--- src/wdg_pkg.sv ---
// Package of the digital watchdog: register map, field layout, reset values,
// divider counts and the bus carrier types.
// Assumes a single 25 MHz clock that stands for the internal clock.
package wdg_pkg;

	localparam int ADDR_W = 8;
	localparam int DATA_W = 32;

	// Register byte addresses.
	localparam logic [7:0] OFF_WDCC = 8'hD8;
	localparam logic [7:0] OFF_STAT = 8'hDC;
	localparam logic [7:0] OFF_CLR = 8'hE0;
	localparam logic [7:0] OFF_EN = 8'hE4;
	localparam logic [7:0] OFF_STATE = 8'hE8;

	// Count and control register layout.
	localparam logic [7:0] WDCC_RST = 8'hFE;
	localparam int BIT_CTRL = 0;
	localparam int BIT_SR = 1;
	localparam int CNT_LO = 2;
	localparam int CNT_W = 7;

	// Clock division: internal clock by 12, then by 256 per count step.
	localparam int DIV_INT = 12;
	localparam int DIV_PRE = 256;
	localparam int STAB_CYCLES = 2048;

	// Event bits of the status, clear and enable registers.
	localparam int EV_W = 3;
	localparam int EV_TIMER = 0;
	localparam int EV_WDRST = 1;
	localparam int EV_STOPWAIT = 2;

	localparam logic [1:0] RESP_OKAY = 2'b00;
	localparam logic [1:0] RESP_SLVERR = 2'b10;

	typedef enum logic [0:0] {
		PWR_RUN = 1'b0,
		PWR_STOP = 1'b1
	} wdg_pwr_e;

	typedef struct packed {
		logic awvalid;
		logic [ADDR_W-1:0] awaddr;
		logic wvalid;
		logic [DATA_W-1:0] wdata;
		logic [3:0] wstrb;
		logic bready;
		logic arvalid;
		logic [ADDR_W-1:0] araddr;
		logic rready;
	} wdg_axi_req_s;

	typedef struct packed {
		logic awready;
		logic wready;
		logic bvalid;
		logic [1:0] bresp;
		logic arready;
		logic rvalid;
		logic [DATA_W-1:0] rdata;
		logic [1:0] rresp;
	} wdg_axi_rsp_s;

endpackage : wdg_pkg

--- src/wdg_rst_hold.sv ---
// Reset stretcher: holds the device reset while its source is high and for a
// fixed number of clock cycles after the source falls.
// Assumes the source already contains the external reset, so its own state
// is defined from the first cycle of any reset.
`timescale 1ns/1ps
`default_nettype none

module wdg_rst_hold #(
	parameter int HOLD = wdg_pkg::STAB_CYCLES
) (
	input wire logic clk,
	input wire logic src,
	output logic hold_r
);

	localparam int CW = $clog2(HOLD + 1);
	localparam logic [CW-1:0] HOLD_C = CW'(HOLD);

	logic [CW-1:0] cnt_r;
	logic [CW-1:0] cnt_nxt;
	logic hold_nxt;

	always_comb begin
		cnt_nxt = cnt_r;
		hold_nxt = 1'b0;
		if (src) begin
			cnt_nxt = '0;
			hold_nxt = 1'b1;
		end else if (cnt_r < HOLD_C) begin
			// The reset stays asserted until the full settle count has run.
			cnt_nxt = cnt_r + CW'(1);
			hold_nxt = 1'b1;
		end
	end

	always_ff @(posedge clk) begin
		cnt_r <= cnt_nxt;
		hold_r <= hold_nxt;
	end

endmodule : wdg_rst_hold

`default_nettype wire

--- src/wdg_top.sv ---
// Digital watchdog with its AXI4-Lite register slave, reset generation and
// stop-mode gating.
// Assumes clk is the internal clock and that the core drives stop_req and
// wake as one-cycle pulses synchronous to it.
//
// Operation
// - Missed refresh asserts device reset, reinitialising counter.
// - Watchdog reset restarts like pin reset, with delay.
// - Reset held 2048 cycles after source release.
// - Counter clocked from internal clock divided by twelve.
// - Active watchdog resets when the count steps below zero, clearing the soft-reset bit.
// - Software option: inactive until activation bit written.
// - Activation sticks until the next device reset.
// - Hardware option: activation bit reads one, fixed.
// - Hardware option: STOP runs as WAIT, counting continues.
// - Stop allowed only while inactive under software option.
// - Counting resumes when stop mode is left.
// - Register resets to 0xFE: inactive, longest period.
// - Soft-reset bit cleared, by write or count, resets.
// - Count bits reversed: bit 7 LSB, bit 2 MSB.
// - Six count bits give 64 periods, 3072 to 196608.
// - Inactive counter is a seven-bit timer, soft-reset MSB.
//
// Decided for this implementation: the AXI4-Lite interface to the registers.
`timescale 1ns/1ps
`default_nettype none

module wdg_top #(
	parameter int DIV_INT = wdg_pkg::DIV_INT,
	parameter int DIV_PRE = wdg_pkg::DIV_PRE,
	parameter int STAB_CYCLES = wdg_pkg::STAB_CYCLES
) (
	input wire logic clk,
	input wire logic rst,
	input wire logic hw_option,
	input wire logic stop_req,
	input wire logic wake,
	input wire wdg_pkg::wdg_axi_req_s axi_req,
	output wdg_pkg::wdg_axi_rsp_s axi_rsp,
	output logic dev_rst_r,
	output logic irq_r,
	output logic stop_lp_r,
	output logic stop_as_wait_r
);

	localparam int IW = $clog2(DIV_INT);
	localparam int PW = $clog2(DIV_PRE);
	localparam logic [IW-1:0] INT_LAST = IW'(DIV_INT - 1);
	localparam logic [PW-1:0] PRE_LAST = PW'(DIV_PRE - 1);
	localparam logic [7:0] RST_VAL = wdg_pkg::WDCC_RST;

	// Mirrors six count bits end for end; the register and the counter
	// hold them in opposite order.
	function automatic logic [5:0] rev6(input logic [5:0] x);
		logic [5:0] y;
		y = '0;
		for (int i = 0; i < 6; i++) begin
			y[i] = x[5-i];
		end
		return y;
	endfunction : rev6

	// ---------------------------------------------------------------------
	// Option strap, caught while the external reset is applied.
	logic hw_opt_r;

	always_ff @(posedge clk) begin
		if (rst) begin
			hw_opt_r <= hw_option;
		end
	end

	// ---------------------------------------------------------------------
	// Bus slave state.
	wdg_pkg::wdg_axi_rsp_s rsp_r;
	wdg_pkg::wdg_axi_rsp_s rsp_nxt;
	logic aw_have_r;
	logic aw_have_nxt;
	logic w_have_r;
	logic w_have_nxt;
	logic [7:0] awaddr_r;
	logic [7:0] awaddr_nxt;
	logic [31:0] wdata_r;
	logic [31:0] wdata_nxt;
	logic wstrb0_r;
	logic wstrb0_nxt;
	logic do_wr;
	logic wr_wdcc;
	logic wr_clr;
	logic wr_en;

	// Watchdog state.
	logic [6:0] cnt_r;
	logic [6:0] cnt_nxt;
	logic active_r;
	logic active_nxt;
	logic [IW-1:0] div_r;
	logic [IW-1:0] div_nxt;
	logic [PW-1:0] pre_r;
	logic [PW-1:0] pre_nxt;
	logic fire_r;
	logic fire_nxt;
	logic tick;
	logic [6:0] cnt_dec;
	logic msb_fall;
	logic wd_clr;

	// Power state.
	wdg_pkg::wdg_pwr_e pwr_r;
	wdg_pkg::wdg_pwr_e pwr_nxt;
	logic stop_lp_nxt;
	logic stop_as_wait_nxt;

	// Event registers.
	logic [2:0] stat_r;
	logic [2:0] stat_nxt;
	logic [2:0] en_r;
	logic [2:0] en_nxt;
	logic [2:0] ev;
	logic irq_nxt;

	logic [31:0] rd_data;
	logic rd_hit;

	assign axi_rsp = rsp_r;

	// ---------------------------------------------------------------------
	// Read multiplexer; the active bit reads one under the hardware option.
	always_comb begin
		rd_data = '0;
		rd_hit = 1'b1;
		case (axi_req.araddr)
			wdg_pkg::OFF_WDCC: begin
				rd_data[7:wdg_pkg::CNT_LO] = rev6(cnt_r[5:0]);
				rd_data[wdg_pkg::BIT_SR] = cnt_r[6];
				rd_data[wdg_pkg::BIT_CTRL] = active_r | hw_opt_r;
			end
			wdg_pkg::OFF_STAT: rd_data[2:0] = stat_r;
			wdg_pkg::OFF_CLR: rd_data = '0;
			wdg_pkg::OFF_EN: rd_data[2:0] = en_r;
			wdg_pkg::OFF_STATE: rd_data[2:0] = {stop_lp_r, hw_opt_r, active_r};
			default: rd_hit = 1'b0;
		endcase
	end

	// Bus handshakes: address and data are taken in either order, the write
	// happens once both are held and no response is outstanding.
	always_comb begin
		rsp_nxt = rsp_r;
		aw_have_nxt = aw_have_r;
		w_have_nxt = w_have_r;
		awaddr_nxt = awaddr_r;
		wdata_nxt = wdata_r;
		wstrb0_nxt = wstrb0_r;
		do_wr = aw_have_r & w_have_r & ~rsp_r.bvalid;
		if (axi_req.awvalid & rsp_r.awready) begin
			aw_have_nxt = 1'b1;
			awaddr_nxt = axi_req.awaddr;
		end
		if (axi_req.wvalid & rsp_r.wready) begin
			w_have_nxt = 1'b1;
			wdata_nxt = axi_req.wdata;
			wstrb0_nxt = axi_req.wstrb[0];
		end
		if (rsp_r.bvalid & axi_req.bready) begin
			rsp_nxt.bvalid = 1'b0;
		end
		if (do_wr) begin
			aw_have_nxt = 1'b0;
			w_have_nxt = 1'b0;
			rsp_nxt.bvalid = 1'b1;
			case (awaddr_r)
				wdg_pkg::OFF_WDCC,
				wdg_pkg::OFF_CLR,
				wdg_pkg::OFF_EN: rsp_nxt.bresp = wdg_pkg::RESP_OKAY;
				default: rsp_nxt.bresp = wdg_pkg::RESP_SLVERR;
			endcase
		end
		rsp_nxt.awready = ~aw_have_nxt & ~rsp_nxt.bvalid;
		rsp_nxt.wready = ~w_have_nxt & ~rsp_nxt.bvalid;
		if (rsp_r.rvalid & axi_req.rready) begin
			rsp_nxt.rvalid = 1'b0;
		end
		if (axi_req.arvalid & rsp_r.arready) begin
			rsp_nxt.rvalid = 1'b1;
			rsp_nxt.rdata = rd_data;
			rsp_nxt.rresp = rd_hit ? wdg_pkg::RESP_OKAY : wdg_pkg::RESP_SLVERR;
		end
		rsp_nxt.arready = ~rsp_nxt.rvalid;
	end

	assign wr_wdcc = do_wr & wstrb0_r & (awaddr_r == wdg_pkg::OFF_WDCC);
	assign wr_clr = do_wr & wstrb0_r & (awaddr_r == wdg_pkg::OFF_CLR);
	assign wr_en = do_wr & wstrb0_r & (awaddr_r == wdg_pkg::OFF_EN);

	always_ff @(posedge clk) begin
		if (rst) begin
			rsp_r <= '0;
			aw_have_r <= 1'b0;
			w_have_r <= 1'b0;
			awaddr_r <= '0;
			wdata_r <= '0;
			wstrb0_r <= 1'b0;
		end else begin
			rsp_r <= rsp_nxt;
			aw_have_r <= aw_have_nxt;
			w_have_r <= w_have_nxt;
			awaddr_r <= awaddr_nxt;
			wdata_r <= wdata_nxt;
			wstrb0_r <= wstrb0_nxt;
		end
	end

	// ---------------------------------------------------------------------
	// Counter. The prescaler freezes in low-power stop, as the oscillator
	// that feeds it would be halted there.
	assign tick = (div_r == INT_LAST) & (pre_r == PRE_LAST) &
		(pwr_r == wdg_pkg::PWR_RUN);
	assign cnt_dec = cnt_r - 7'h01;
	assign msb_fall = tick & cnt_r[6] & ~cnt_dec[6];
	// The device reset also clears the watchdog itself.
	assign wd_clr = rst | dev_rst_r;

	always_comb begin
		cnt_nxt = cnt_r;
		active_nxt = active_r | hw_opt_r;
		div_nxt = div_r;
		pre_nxt = pre_r;
		fire_nxt = 1'b0;
		if (pwr_r == wdg_pkg::PWR_RUN) begin
			div_nxt = (div_r == INT_LAST) ? '0 : div_r + IW'(1);
			if (div_r == INT_LAST) begin
				// Wrap explicitly so a prescale count that is not a power
				// of two still gives the intended step length.
				pre_nxt = (pre_r == PRE_LAST) ? '0 :
					pre_r + PW'(1);
			end
		end
		if (tick) begin
			cnt_nxt = cnt_dec;
		end
		if (active_r & msb_fall) begin
			fire_nxt = 1'b1;
		end
		if (wr_wdcc) begin
			// A write reloads the count and restarts the prescaler.
			cnt_nxt[5:0] = rev6(wdata_r[7:wdg_pkg::CNT_LO]);
			cnt_nxt[6] = wdata_r[wdg_pkg::BIT_SR];
			div_nxt = '0;
			pre_nxt = '0;
			// Writing zero never clears activation.
			active_nxt = active_r | hw_opt_r | wdata_r[wdg_pkg::BIT_CTRL];
			fire_nxt = active_nxt & ~wdata_r[wdg_pkg::BIT_SR];
		end
	end

	always_ff @(posedge clk) begin
		if (wd_clr) begin
			cnt_r <= RST_VAL[7:1];
			active_r <= RST_VAL[0];
			div_r <= '0;
			pre_r <= '0;
			fire_r <= 1'b0;
		end else begin
			cnt_r <= cnt_nxt;
			active_r <= active_nxt;
			div_r <= div_nxt;
			pre_r <= pre_nxt;
			fire_r <= fire_nxt;
		end
	end

	// A watchdog firing goes through the same stretcher as the external
	// reset, so both get the full settle delay.
	wdg_rst_hold #(
		.HOLD(STAB_CYCLES)
	) u_hold (
		.clk(clk),
		.src(rst | fire_r),
		.hold_r(dev_rst_r)
	);

	// ---------------------------------------------------------------------
	// Stop handling.
	always_comb begin
		pwr_nxt = pwr_r;
		stop_as_wait_nxt = 1'b0;
		case (pwr_r)
			wdg_pkg::PWR_RUN: begin
				if (stop_req) begin
					if (~active_r & ~hw_opt_r) begin
						pwr_nxt = wdg_pkg::PWR_STOP;
					end else begin
						stop_as_wait_nxt = 1'b1;
					end
				end
			end
			wdg_pkg::PWR_STOP: begin
				if (wake) begin
					pwr_nxt = wdg_pkg::PWR_RUN;
				end
			end
			default: pwr_nxt = wdg_pkg::PWR_RUN;
		endcase
		stop_lp_nxt = (pwr_nxt == wdg_pkg::PWR_STOP);
	end

	always_ff @(posedge clk) begin
		if (wd_clr) begin
			pwr_r <= wdg_pkg::PWR_RUN;
			stop_lp_r <= 1'b0;
			stop_as_wait_r <= 1'b0;
		end else begin
			pwr_r <= pwr_nxt;
			stop_lp_r <= stop_lp_nxt;
			stop_as_wait_r <= stop_as_wait_nxt;
		end
	end

	// ---------------------------------------------------------------------
	// Sticky events; a new event wins over a clear in the same cycle.
	// They reset only with the external reset so that software can see,
	// after restarting, that the watchdog fired.
	always_comb begin
		ev = '0;
		ev[wdg_pkg::EV_TIMER] = ~active_r & msb_fall;
		ev[wdg_pkg::EV_WDRST] = fire_r;
		ev[wdg_pkg::EV_STOPWAIT] = stop_as_wait_nxt;
		stat_nxt = stat_r;
		if (wr_clr) begin
			stat_nxt = stat_nxt & ~wdata_r[2:0];
		end
		stat_nxt = stat_nxt | ev;
		en_nxt = wr_en ? wdata_r[2:0] : en_r;
		irq_nxt = |(stat_nxt & en_nxt);
	end

	always_ff @(posedge clk) begin
		if (rst) begin
			stat_r <= '0;
			en_r <= '0;
			irq_r <= 1'b0;
		end else begin
			stat_r <= stat_nxt;
			en_r <= en_nxt;
			irq_r <= irq_nxt;
		end
	end

endmodule : wdg_top

`default_nettype wire

--- config.mk ---
export PLATFORM = sky130hd
export DESIGN_NAME = wdg_top
export DESIGN_NICKNAME = d
export VERILOG_FILES = /design/src/wdg_pkg.sv /design/src/wdg_rst_hold.sv /design/src/wdg_top.sv
export SDC_FILE = /design/constraint.sdc
export NUM_CORES = 1
export LEC_CHECK = 0
export BUFFER_PORTS_ARGS = -buffer_cell sky130_fd_sc_hd__buf_2
export CORE_MARGIN = 8
export CORE_UTILIZATION = 53
export CTS_BUF_LIST = sky130_fd_sc_hd__clkbuf_4
export CTS_CLUSTER_SIZE = 30
export DETAILED_ROUTE_END_ITERATION = 6
export PLACE_DENSITY = 0.81
export SKIP_CTS_REPAIR_TIMING = 1
export SLEW_MARGIN = 20
export SYNTH_ARGS = -nofsm -noshare
export SYNTH_HDL_FRONTEND = slang
export SYNTH_HIERARCHICAL = 1
export SYNTH_SLANG_ARGS = --single-unit
--- constraint.sdc ---
create_clock -name clk -period 2 [get_ports clk]
set_clock_uncertainty 0.05 [all_clocks]
set_input_delay 0.4 -clock clk [delete_from_list [all_inputs] [get_ports clk]]
set_output_delay 0.4 -clock clk [all_outputs]
set_load 0.05 [all_outputs]
[After elaboration in Yosys (flattened, before gate mapping)]
Cells that the tools add are included.
Storage, ports and cells
  register bits after elaboration: 80
  output and inout port bits: 45
Cells by class
  bitwise logic cells: 39
  eq/ne operators: 10
  magnitude comparators: 1
  multiplexer cells: 30
  reduce and logical (&&, ||, !) cells: 6
  $add $sub $neg: 4
Operator list (number)
  8-bit equality test, second input constant: 9
  35-bit 2-to-1 mux: 1
  1-bit AND: 21
  1-bit 2-to-1 mux: 17
  7-bit 2-to-1 mux: 2
  12-bit by 1-bit adder with 12-bit output, second input constant: 1
  12-bit < comparator, second input constant: 1
  3-bit one-hot mux with 4 select lines: 1
  1-bit inverter: 10
  3-bit 2-to-1 mux: 3
  8-bit by 1-bit adder with 8-bit output, second input constant: 1
  8-bit 2-to-1 mux: 1
  7-bit by 1-bit subtractor with 7-bit output, second input constant: 1
  3-bit AND: 2
  3-bit OR reduction: 2
  5-bit 2-to-1 mux: 1
  5-bit OR reduction: 1
  4-bit by 1-bit adder with 4-bit output, second input constant: 1
  4-bit equality test, second input constant: 1
  2-bit 2-to-1 mux: 2
  4-bit 2-to-1 mux: 1
  1-bit OR: 4
  3-bit inverter: 1
  3-bit OR: 1
  other kinds (4): 4

[Longest topological paths before layout]
Gate-level depths: netlist of run 1.
  depth in word-level cells: 9
  mapped depth: 6
  gate-level depth less buffers: 6

[By module]
Netlist of run 1, hierarchy kept.
By module, submodules not included
  wdg_top: times used 1, cells an instance 357, sequential area each 1311.3 um^2, area each 3034.2 um^2
  wdg_rst_hold: times used 1, cells an instance 60, sequential area each 260.2 um^2, area each 575.6 um^2

[Worst setup path after synthesis of run 1]
Ideal clock, no wire load.
  path type: register to register
  from: reg rsp_r (netlist bit axi_rsp[38])
  to: reg irq_r
  setup slack: 0.040 ns
  setup time: 0.122 ns
  data arrival time: 1.788 ns
  required time: 1.828 ns
  stages on the path, launching flop included: 6
  path buffers: 0
  path through: dfxtp_1 -> and4b_1 -> nand4_1 -> mux2_2 -> o211a_1 -> a221o_1
On the way
  cells in the longest elaborated chain, start to end: 8
RTL lines
  start, declared: RTL line wdg_top.sv:75  | wdg_pkg::wdg_axi_rsp_s rsp_r;
  start signal, assigned: RTL line wdg_top.sv:205  | rsp_r <= rsp_nxt;
  1-bit inverter (*): RTL line wdg_top.sv:155  | do_wr = aw_have_r & w_have_r & ~rsp_r.bvalid;
  1-bit AND (*): RTL line wdg_top.sv:155
  1-bit AND (*): RTL line wdg_top.sv:193, wdg_top.sv:194
  1-bit AND: RTL line wdg_top.sv:193  | assign wr_clr = do_wr & wstrb0_r & (awaddr_r == wdg_pkg::OFF_CLR);
  3-bit 2-to-1 mux: RTL line wdg_top.sv:330  | if (wr_clr) begin
  3-bit OR: RTL line wdg_top.sv:333  | stat_nxt = stat_nxt | ev;
  3-bit AND (*): RTL line wdg_top.sv:335  | irq_nxt = |(stat_nxt & en_nxt);
  3-bit OR reduction (*): RTL line wdg_top.sv:335
  end signal, assigned: RTL line wdg_top.sv:346  | irq_r <= irq_nxt;
  end, declared: RTL line wdg_top.sv:41  | output logic irq_r,
Mark *: on every way between the ends. The rest lies on a longest branch, timed or not.
A chain may end at the register's enable or synchronous reset.

[Worst setup path in the final report of run 1]
  from: reg div_r[0]
  to: reg fire_r
On the way
  cells in the longest elaborated chain, start to end: 8
RTL lines
  start, declared: RTL line wdg_top.sv:97  | logic [IW-1:0] div_r;
  start signal, assigned: RTL line wdg_top.sv:267  | div_r <= div_nxt;
  4-bit equality test: RTL line wdg_top.sv:217  | assign tick = (div_r == INT_LAST) & (pre_r == PRE_LAST) &
  1-bit AND (2 in series): RTL line wdg_top.sv:217
  1-bit AND (2 in series): RTL line wdg_top.sv:220  | assign msb_fall = tick & cnt_r[6] & ~cnt_dec[6];
  1-bit AND: RTL line wdg_top.sv:242  | if (active_r & msb_fall) begin
  1-bit 2-to-1 mux: RTL line wdg_top.sv:242
  1-bit 2-to-1 mux: RTL line wdg_top.sv:245  | if (wr_wdcc) begin
  end signal, assigned: RTL line wdg_top.sv:269  | fire_r <= fire_nxt;
  end, declared: RTL line wdg_top.sv:101  | logic fire_r;
No other way between the ends.

==> Implementation_results.wiki, run 1 <==
{| class="wikitable"
! Metric !! Value
|-
| Max-capacitance violation count || 0
|-
| Layout Nets || 542
|-
| Average wire per standard cell || around 14 um
|-
| Most frequent cells after synthesis || sky130_fd_sc_hd__dfxtp_1, sky130_fd_sc_hd__nand2_1, sky130_fd_sc_hd__nor2_1, sky130_fd_sc_hd__a21oi_1, sky130_fd_sc_hd__buf_4
|-
| Initial core utilization || 54.0%
|-
| Later-pin clock latency in the skew report || 0.42 ns
|-
| Part of the Yosys area used for sequential elements || 43.5%
|-
| Placer's final routability congestion estimate || 0.850
|-
| Via density per instance || 5.33
|-
| DRT Wirelength || 7.76 mm
|-
| Worst Setup Path Type || register to register
|-
| Buffer depth of the longest clock path || 2
|-
| Leading cell type by number of instances after synthesis || sky130_fd_sc_hd__dfxtp_1
|-
| Root Driver || sky130_fd_sc_hd__clkbuf_4
|-
| Number of top-level pins || 107
|-
| Required time worst endpoint || 2.29 ns
|-
| Unrepaired setup endpoints after global routing || no
|-
| Final hold violation count || 0
|-
| Clk sinks || 78
|-
| Element type at the critical path end || register
|-
| Post-route core utilization || 60.7%
|-
| Slew Viols, Final || 0
|-
| Antenna violation net count after detailed routing || 0
|-
| Via Count || 2,989
|-
| Flop-to-flop setup slack || 0.11 ns
|-
| H-tree depth reported by CTS || 3
|-
| Number of enable-type register cells in the synthesized netlist || 1
|-
| Synth Warn # || 6
|-
| WP buf/inv || 0
|-
| Number of remaining DRC errors || 0
|-
| Critical Path Fanout Max || 5
|-
| Worst vdd ir || 0.454 mV
|-
| Cell types occupying the most area after synthesis || sky130_fd_sc_hd__dfxtp_1, sky130_fd_sc_hd__nand2_1, sky130_fd_sc_hd__buf_4
|-
| Count of endpoints failing setup in the final report || 0
|-
| Cell-by-cell listing of the critical path || ha_1 > nand3b_4 > nor3_4 > nand4_1 > or3b_1 > a21oi_1
|-
| Detailed Routing Iterations Pass 1 || 5
|-
| Clock tree from TritonCTS || yes
|-
| Ant diodes || 0
|-
| Post-layout min period || 1.89 ns
|-
| Final critical-path share of the clock period || between 90% and 100%
|-
| Clock-pin transition on the worst setup and hold timing paths || between 0.1 and 0.15 ns
|-
| Synthesis-to-layout area growth || 12.3%
|-
| Slowest cell on crit path || sky130_fd_sc_hd__dfxtp_1
|-
| Vias in the first global route || between 2,000 and 3,000
|-
| Top delay family on crit path || simple AND/OR/NAND/NOR gates
|-
| Half-perimeter wire length after placement || 5.82 mm
|-
| CP Data Arrival Time || about 2.2 ns
|-
| Areal power density over the cells || 765 nW/um2
|-
| Yosys top cell by area || sky130_fd_sc_hd__dfxtp_1
|-
| Result of the run || finished, final reports clean
|-
| Y dimension of the die || 98.5 um
|-
| Top cell type's share of synthesized area || 42.7%
|-
| Biggest cell delay along the critical path || 0.40 ns
|-
| Total global routing track utilization || between 10% and 20%
|-
| Num CTS Buffers || 9
|-
| Standard-cell rows || 30
|-
| Area of the core || roughly 6700 um2
|-
| Cell count after synthesis || between 400 and 500
|-
| Asr flop ratio synth || 0%
|-
| Max Clk Rate || about 0.53 GHz
|-
| Setup TNS || 0 ns
|-
| Remaining Overflow, GRT || 0
|-
| Number of synthesized register bits || 78
|-
| Ratio of cells with drive above 1 in the final layout || a little under a fifth
|-
| Mapped cell area || 3610 um2
|-
| Initial antenna violation count || 0
|-
| # port buffers || 53
|-
| Floorplan die area || 9710 um2
|-
| Syn avg cell area || 8.66 um2
|-
| Die W || 98.5 um
|-
| Startpoint class of the critical path || register
|-
| Number of DRC violations after detailed-routing iteration 0 || 144
|-
| Maximum number of pins on one net before global-route repair || 39
|-
| Library cells used by synthesis || 55
|-
| Class of the most critical hold timing path || input pin to register
|-
| Prevailing post-synth register cell || sky130_fd_sc_hd__dfxtp_1
|-
| Leakage power total || 1.78 nW
|-
| Wire length of the first global-routing pass || 13.1 mm
|}
## placed cells by master, fill, tap and decap left out, types with 3 or more instances in the layout
cell type                   netlist  layout
sky130_fd_sc_hd__inv_1            5       5
sky130_fd_sc_hd__nor2b_1          4       4
sky130_fd_sc_hd__xor2_1          10      10
sky130_fd_sc_hd__or3_1            7       7
sky130_fd_sc_hd__conb_1           1      26
sky130_fd_sc_hd__nor4_1           4       4
sky130_fd_sc_hd__buf_4           26       8
sky130_fd_sc_hd__and3_1           3       3
sky130_fd_sc_hd__a21oi_1         37      37
sky130_fd_sc_hd__and4b_1          3       3
sky130_fd_sc_hd__dfxtp_1         77      77
sky130_fd_sc_hd__and2_1           9       9
sky130_fd_sc_hd__nor2_1          45      45
sky130_fd_sc_hd__nand3_1         13      13
sky130_fd_sc_hd__a22o_1           3       3
sky130_fd_sc_hd__nor3_1           8       8
sky130_fd_sc_hd__nand2_1         62      62
sky130_fd_sc_hd__xnor2_1          4       4
sky130_fd_sc_hd__nand4b_1         3       3
sky130_fd_sc_hd__clkbuf_4         0      11
sky130_fd_sc_hd__or4_1            3       3
sky130_fd_sc_hd__nor3b_1          6       6
sky130_fd_sc_hd__o21ai_0         11      11
sky130_fd_sc_hd__mux2i_1          6       6
sky130_fd_sc_hd__nand4_1         10      10
sky130_fd_sc_hd__ha_1             4       4
sky130_fd_sc_hd__nand2b_1         3       3
sky130_fd_sc_hd__buf_2            1      53
sky130_fd_sc_hd__bufinv_16        0       3
sky130_fd_sc_hd__o211ai_1         4       4
## logic make-up (layout without fill, tap and decap cells)
kind of cell               count (synthesis)  count (layout)  share of synthesized area, %
and+or+nand+nor                          200             200                          30.2
other                                      1              26                         0.104
muxes                                      8               8                          2.29
adders and majority gates                  4               4                          1.39
DFF                                       78              78                          43.5
buffers and inverters                     43              82                          7.63
AOI/OAI and AO/OA                         69              69                          11.4
xor gates and xnor gates                  14              14                          3.40
## state kept, by name, indices dropped and copies added, names as in the netlist
register        count
pre_r               8
stat_r              3
u_hold/hold_r       1
pwr_r               1
w_have_r            1
en_r                3
cnt_r               7
fire_r              1
irq_r               1
u_hold/cnt_r       12
div_r               4
wdata_r             8
axi_rsp            15
hw_opt_r            1
aw_have_r           1
awaddr_r            8
stop_as_wait_r      1
wstrb0_r            1
active_r            1
## worst paths after layout
path           endpoint  cells after the start       start
max              fire_r                      6    div_r[0]
min            hw_opt_r                      1   hw_option
max reg2reg      fire_r                      6    div_r[0]
min reg2reg  axi_rsp[6]                      2  axi_rsp[6]
## layout make-up
cell class | instances | area (um2)
fillers | 588 | 2630
well taps | 80 | 100
clock buffers | 11 | 82.6
flip-flops and latches | 78 | 1570
clock inverters | 5 | 97.6
repair buffers | 61 | 325
inverters | 5 | 18.8
multi-input cells | 321 | 1860
## per-layer routing
layer  global-route usage (%)  vias to the layer above  part of all wire [%]
li1                         -                     1531                     -
met1                     18.8                     1395                    45
met2                     27.6                       59                    50
met3                     3.38                        4                   4.6
met4                     7.56                        0                  0.39
met5                        0                        -                     0
## power by group
group	leakage (nW)	total, W	internal (W)	switching (W)
Clock	0.0961	0.00117	0.000654	0.000518
Sequential	0.634	0.00163	0.00159	0.0000308
Combinational	1.05	0.000304	0.0000724	0.000231
Total	1.78	0.00310	0.00232	0.000780
## metrics by stage
stage / power (W) / setup slack [ns] / cell area, um2 / hold slack [ns] / cells
after floorplan: 0.00193 / 0.0401 / 3700 / 0.382 / 442
after global placement: 0.00195 / 0.173 / 3870 / 0.388 / 545
after detailed placement: 0.00196 / 0.147 / 3870 / 0.399 / 545
after CTS: 0.00312 / 0.106 / 4050 / 0.0766 / 561
after global routing: 0.00321 / 0.000568 / 4050 / 0.0816 / 561
final: 0.00310 / 0.108 / 4050 / 0.0975 / 561
Note: power is estimated with default switching activity, not from simulation.
==> inputs of run 2 (changes only) <==
--- a/config.mk
+++ b/config.mk
@@ -5,9 +5,10 @@
 export SDC_FILE = /design/constraint.sdc
 export NUM_CORES = 1
 export LEC_CHECK = 0
+export ABC_AREA = 1
 export BUFFER_PORTS_ARGS = -buffer_cell sky130_fd_sc_hd__buf_2
 export CORE_MARGIN = 8
-export CORE_UTILIZATION = 53
+export CORE_UTILIZATION = 54
 export CTS_BUF_LIST = sky130_fd_sc_hd__clkbuf_4
 export CTS_CLUSTER_SIZE = 30
 export DETAILED_ROUTE_END_ITERATION = 6
==> Implementation_results.wiki, run 2 <==
{| class="wikitable"
! Metric !! Value
|-
| Result of the run || finished, final reports clean
|-
| Final Cell Area || 4120 um2 (+1.6%)
|-
| NetSw || 0.000887 W (+14%)
|-
| Top delay family on crit path || flip-flops
|-
| Worst flop-to-flop path startpoint || pre_r[0]
|-
| CP Data Arrival Time || 1.33 ns (-0.85 ns)
|-
| Number of enable-type register cells in the synthesized netlist || 1 (unchanged)
|-
| Internal power contribution || 0.00195 W (-16%)
|-
| Number of synthesized register bits || 78 (unchanged)
|-
| Wire length of the first global-routing pass || 13.2 mm (+0.79%)
|-
| Clock-pin transition on the worst setup and hold timing paths || 0.13 ns (about the same)
|-
| Cell types occupying the most area after synthesis || sky130_fd_sc_hd__dfxtp_1, sky130_fd_sc_hd__nand2_1, sky130_fd_sc_hd__nor2_1
|-
| Mapped cell area || 3750 um2 (+3.8%)
|-
| WP buf/inv || 1 (+1)
|-
| Synth Warn # || 6 (unchanged)
|-
| Most frequent cells after synthesis || sky130_fd_sc_hd__nand2_1, sky130_fd_sc_hd__dfxtp_1, sky130_fd_sc_hd__nor2_1, sky130_fd_sc_hd__inv_1, sky130_fd_sc_hd__o21ai_0
|-
| Number of remaining DRC errors || 0 (unchanged)
|-
| Sequential share of power || 58.0% (+5.6 points)
|-
| Yosys top cell by area || sky130_fd_sc_hd__dfxtp_1
|-
| Y dimension of the die || 99.3 um (+0.79%)
|-
| Antenna violation net count after detailed routing || 0 (unchanged)
|-
| Critical Path Fanout Max || 6 (+1)
|-
| DRT Wirelength || 7.82 mm (+0.86%)
|-
| Remaining Overflow, GRT || 0 (unchanged)
|-
| Number of DRC violations after detailed-routing iteration 0 || 142 (-1.4%)
|-
| Slew Viols, Final || 0 (unchanged)
|-
| Buffer depth of the longest clock path || 2 (unchanged)
|-
| Clk sinks || 78 (unchanged)
|-
| Startpoint class of the critical path || register
|-
| Maximum number of pins on one net before global-route repair || 22 (-44%)
|-
| Net Sw Frac || 31.3% (+6.1 points)
|-
| Average wire per standard cell || 12.1 um (-12%)
|-
| Startpoint of the tightest hold check path || hw_option
|-
| Share of total power in combinational logic || 12.8% (+3.0 points)
|-
| End point of the most critical hold path || hw_opt_r
|-
| Element type at the critical path end || output pin
|-
| Instance area after placement || 4000 um2 (+3.4%)
|-
| Half-perimeter wire length after placement || 6.19 mm (+6.3%)
|-
| Flip-flop count of the largest register after layout || 15 (unchanged)
|-
| Worst vdd ir || 0.451 mV (-0.75%)
|-
| Final critical-path share of the clock period || 88.9% (-5.7 points)
|-
| Die W || 99.3 um (+0.79%)
|-
| Detailed Routing Iterations Pass 1 || 4 (-1)
|-
| Number of cells on the worst hold path || 1 (unchanged)
|-
| Final hold violation count || 0 (unchanged)
|-
| Slowest cell on crit path || sky130_fd_sc_hd__dfxtp_1
|-
| Vias in the first global route || 3,055 (+5.1%)
|-
| Via density per instance || 5.05 (-5.3%)
|-
| Critical Path Start || pwr_r
|-
| Prevailing post-synth register cell || sky130_fd_sc_hd__dfxtp_1
|-
| Count of endpoints failing setup in the final report || 0 (unchanged)
|-
| Leading cell type by number of instances after synthesis || sky130_fd_sc_hd__nand2_1
|-
| Clock network power share || 29.1% (-8.7 points)
|-
| Synthesis-to-layout area growth || 9.88%
|-
| Flop-to-flop setup slack || 0.34 ns (+0.23 ns)
|-
| Unrepaired setup endpoints after global routing || no
|-
| Layout Nets || 626 (+15%)
|-
| Class of the most critical hold timing path || input pin to register
|-
| H-tree depth reported by CTS || 3 (unchanged)
|-
| Via Count || 3,256 (+8.9%)
|-
| Asr flop ratio synth || 0% (unchanged)
|-
| Library cells used by synthesis || 37 (-33%)
|-
| Leakage power total || 1.82 nW (+2.5%)
|-
| Max Clk Rate || 0.562 GHz (+6.4%)
|-
| # port buffers || 53 (unchanged)
|-
| Ratio of cells with drive above 1 in the final layout || 19.1% (+0.20 points)
|-
| Capturing point of the worst reg2reg path || irq_r
|-
| Part of the Yosys area used for sequential elements || 41.9% (-1.6 points)
|-
| Cell count after synthesis || 502 (+20%)
|-
| Number of top-level pins || 107 (unchanged)
|-
| Initial antenna violation count || 1 (+1)
|-
| Syn avg cell area || 7.46 um2 (-14%)
|-
| Placer's final routability congestion estimate || 0.860 (+1.1%)
|-
| Cell-by-cell listing of the critical path || buf_2
|-
| Ant diodes || 0 (unchanged)
|-
| Max-capacitance violation count || 0 (unchanged)
|-
| Standard-cell rows || 30 (unchanged)
|-
| Initial core utilization || 55.5% (+1.4 points)
|-
| Floorplan die area || 9860 um2 (+1.6%)
|-
| Biggest cell delay along the critical path || 0.56 ns (+0.16 ns)
|-
| Areal power density over the cells || 689 nW/um2 (-10%)
|-
| Count of cells along the worst register-to-register path || 11 (+5)
|-
| Top cell type's share of synthesized area || 41.1% (-1.6 points)
|-
| Later-pin clock latency in the skew report || 0.43 ns (about the same)
|-
| Total global routing track utilization || 16.2% (+0.11 points)
|-
| Clock tree from TritonCTS || yes
|-
| Required time worst endpoint || 1.55 ns (-0.74 ns)
|-
| Commonest cells after routing, fill and taps aside || sky130_fd_sc_hd__nand2_1, sky130_fd_sc_hd__dfxtp_1, sky130_fd_sc_hd__nor2_1
|-
| Area of the core || 6760 um2 (+1.1%)
|-
| Setup TNS || 0 ns (unchanged)
|-
| Most common library cell in the layout ignoring fill and taps || sky130_fd_sc_hd__nand2_1
|-
| Root Driver || sky130_fd_sc_hd__clkbuf_4
|-
| Post-layout min period || 1.78 ns (-0.113 ns)
|-
| Worst Setup Path Type || register to output pin
|-
| Num CTS Buffers || 9 (unchanged)
|}
-- run 2: cell count changes in the layout (fill, tap and decap cells not counted), moves of 5 or more --
cell / change
sky130_fd_sc_hd__and2_1: -9
sky130_fd_sc_hd__buf_4: -5
sky130_fd_sc_hd__inv_1: +40
sky130_fd_sc_hd__mux2i_1: -6
sky130_fd_sc_hd__nand2_1: +33
sky130_fd_sc_hd__nand3_1: +14
sky130_fd_sc_hd__nand3_2: +7
sky130_fd_sc_hd__nor2_1: +21
sky130_fd_sc_hd__nor2_2: +6
sky130_fd_sc_hd__nor3b_1: -5
sky130_fd_sc_hd__o21ai_0: +29
sky130_fd_sc_hd__or3_1: -7
-- run 2: layout make-up --
class                      instances  area (um2)
clock inverter                     7        47.5
multi-input combinational        363        1840
sequential                        78        1570
inverter                          52         208
fill                             638        2640
tap                               80         100
clock buffer                       9        67.6
timing repair buffer              56         288
-- run 2: cell families after synthesis --
kind of cell / Yosys count / synth area share, %
adder cells (fa/ha/maj): 4 / 1.34
other: 1 / 0.100
buffers and inverters: 86 / 11.6
flip-flops: 78 / 41.9
XOR/XNOR: 9 / 2.10
AO/OA/AOI/OAI: 82 / 11.2
AND/OR/NAND/NOR: 242 / 31.8
-- run 2: worst max path at each step --
| stage | to | slack, ns | cells past startpoint |
|---|---|---|---|
| floorplan | pre_r[3] | 0.42 | 6 |
| global placement | axi_rsp[3] | 0.31 | 8 |
| detailed placement | axi_rsp[3] | 0.23 | 8 |
| CTS | stop_lp_r | 0.21 | 1 |
| global route | stop_lp_r | 0.16 | 1 |
| finish | stop_lp_r | 0.22 | 1 |
-- run 2: power groups by stage --
stage	combinational, W	sequential, W	clock, W
finish	0.000364	0.00164	0.000826
global route	0.000398	0.00165	0.000920
floorplan	0.000267	0.00173	0
detailed placement	0.000364	0.00168	0
global placement	0.000358	0.00168	0
CTS	0.000364	0.00164	0.000851
-- run 2: metrics by stage --
step	hold slack (ns)	utilization, %	worst slack (ns)	total power [W]	std cells
6_report	0.0852	60.9	0.221	0.00284	645
5_1_grt	0.0639	60.9	0.163	0.00297	645
3_5_place_dp	0.390	59.2	0.229	0.00204	629
3_3_place_gp	0.381	59.2	0.307	0.00204	629
4_1_cts	0.0681	60.9	0.207	0.00286	645
2_1_floorplan	0.371	-	0.421	0.00200	527
-- run 2: per-layer routing --
metal | up-vias | wire [um] | global-route usage [%]
li1 | 1696 | - | -
met1 | 1470 | 3400 | 17.8
met2 | 75 | 3830 | 28.4
met3 | 13 | 455 | 4.47
met4 | 2 | 125 | 7.57
met5 | - | 12 | 0
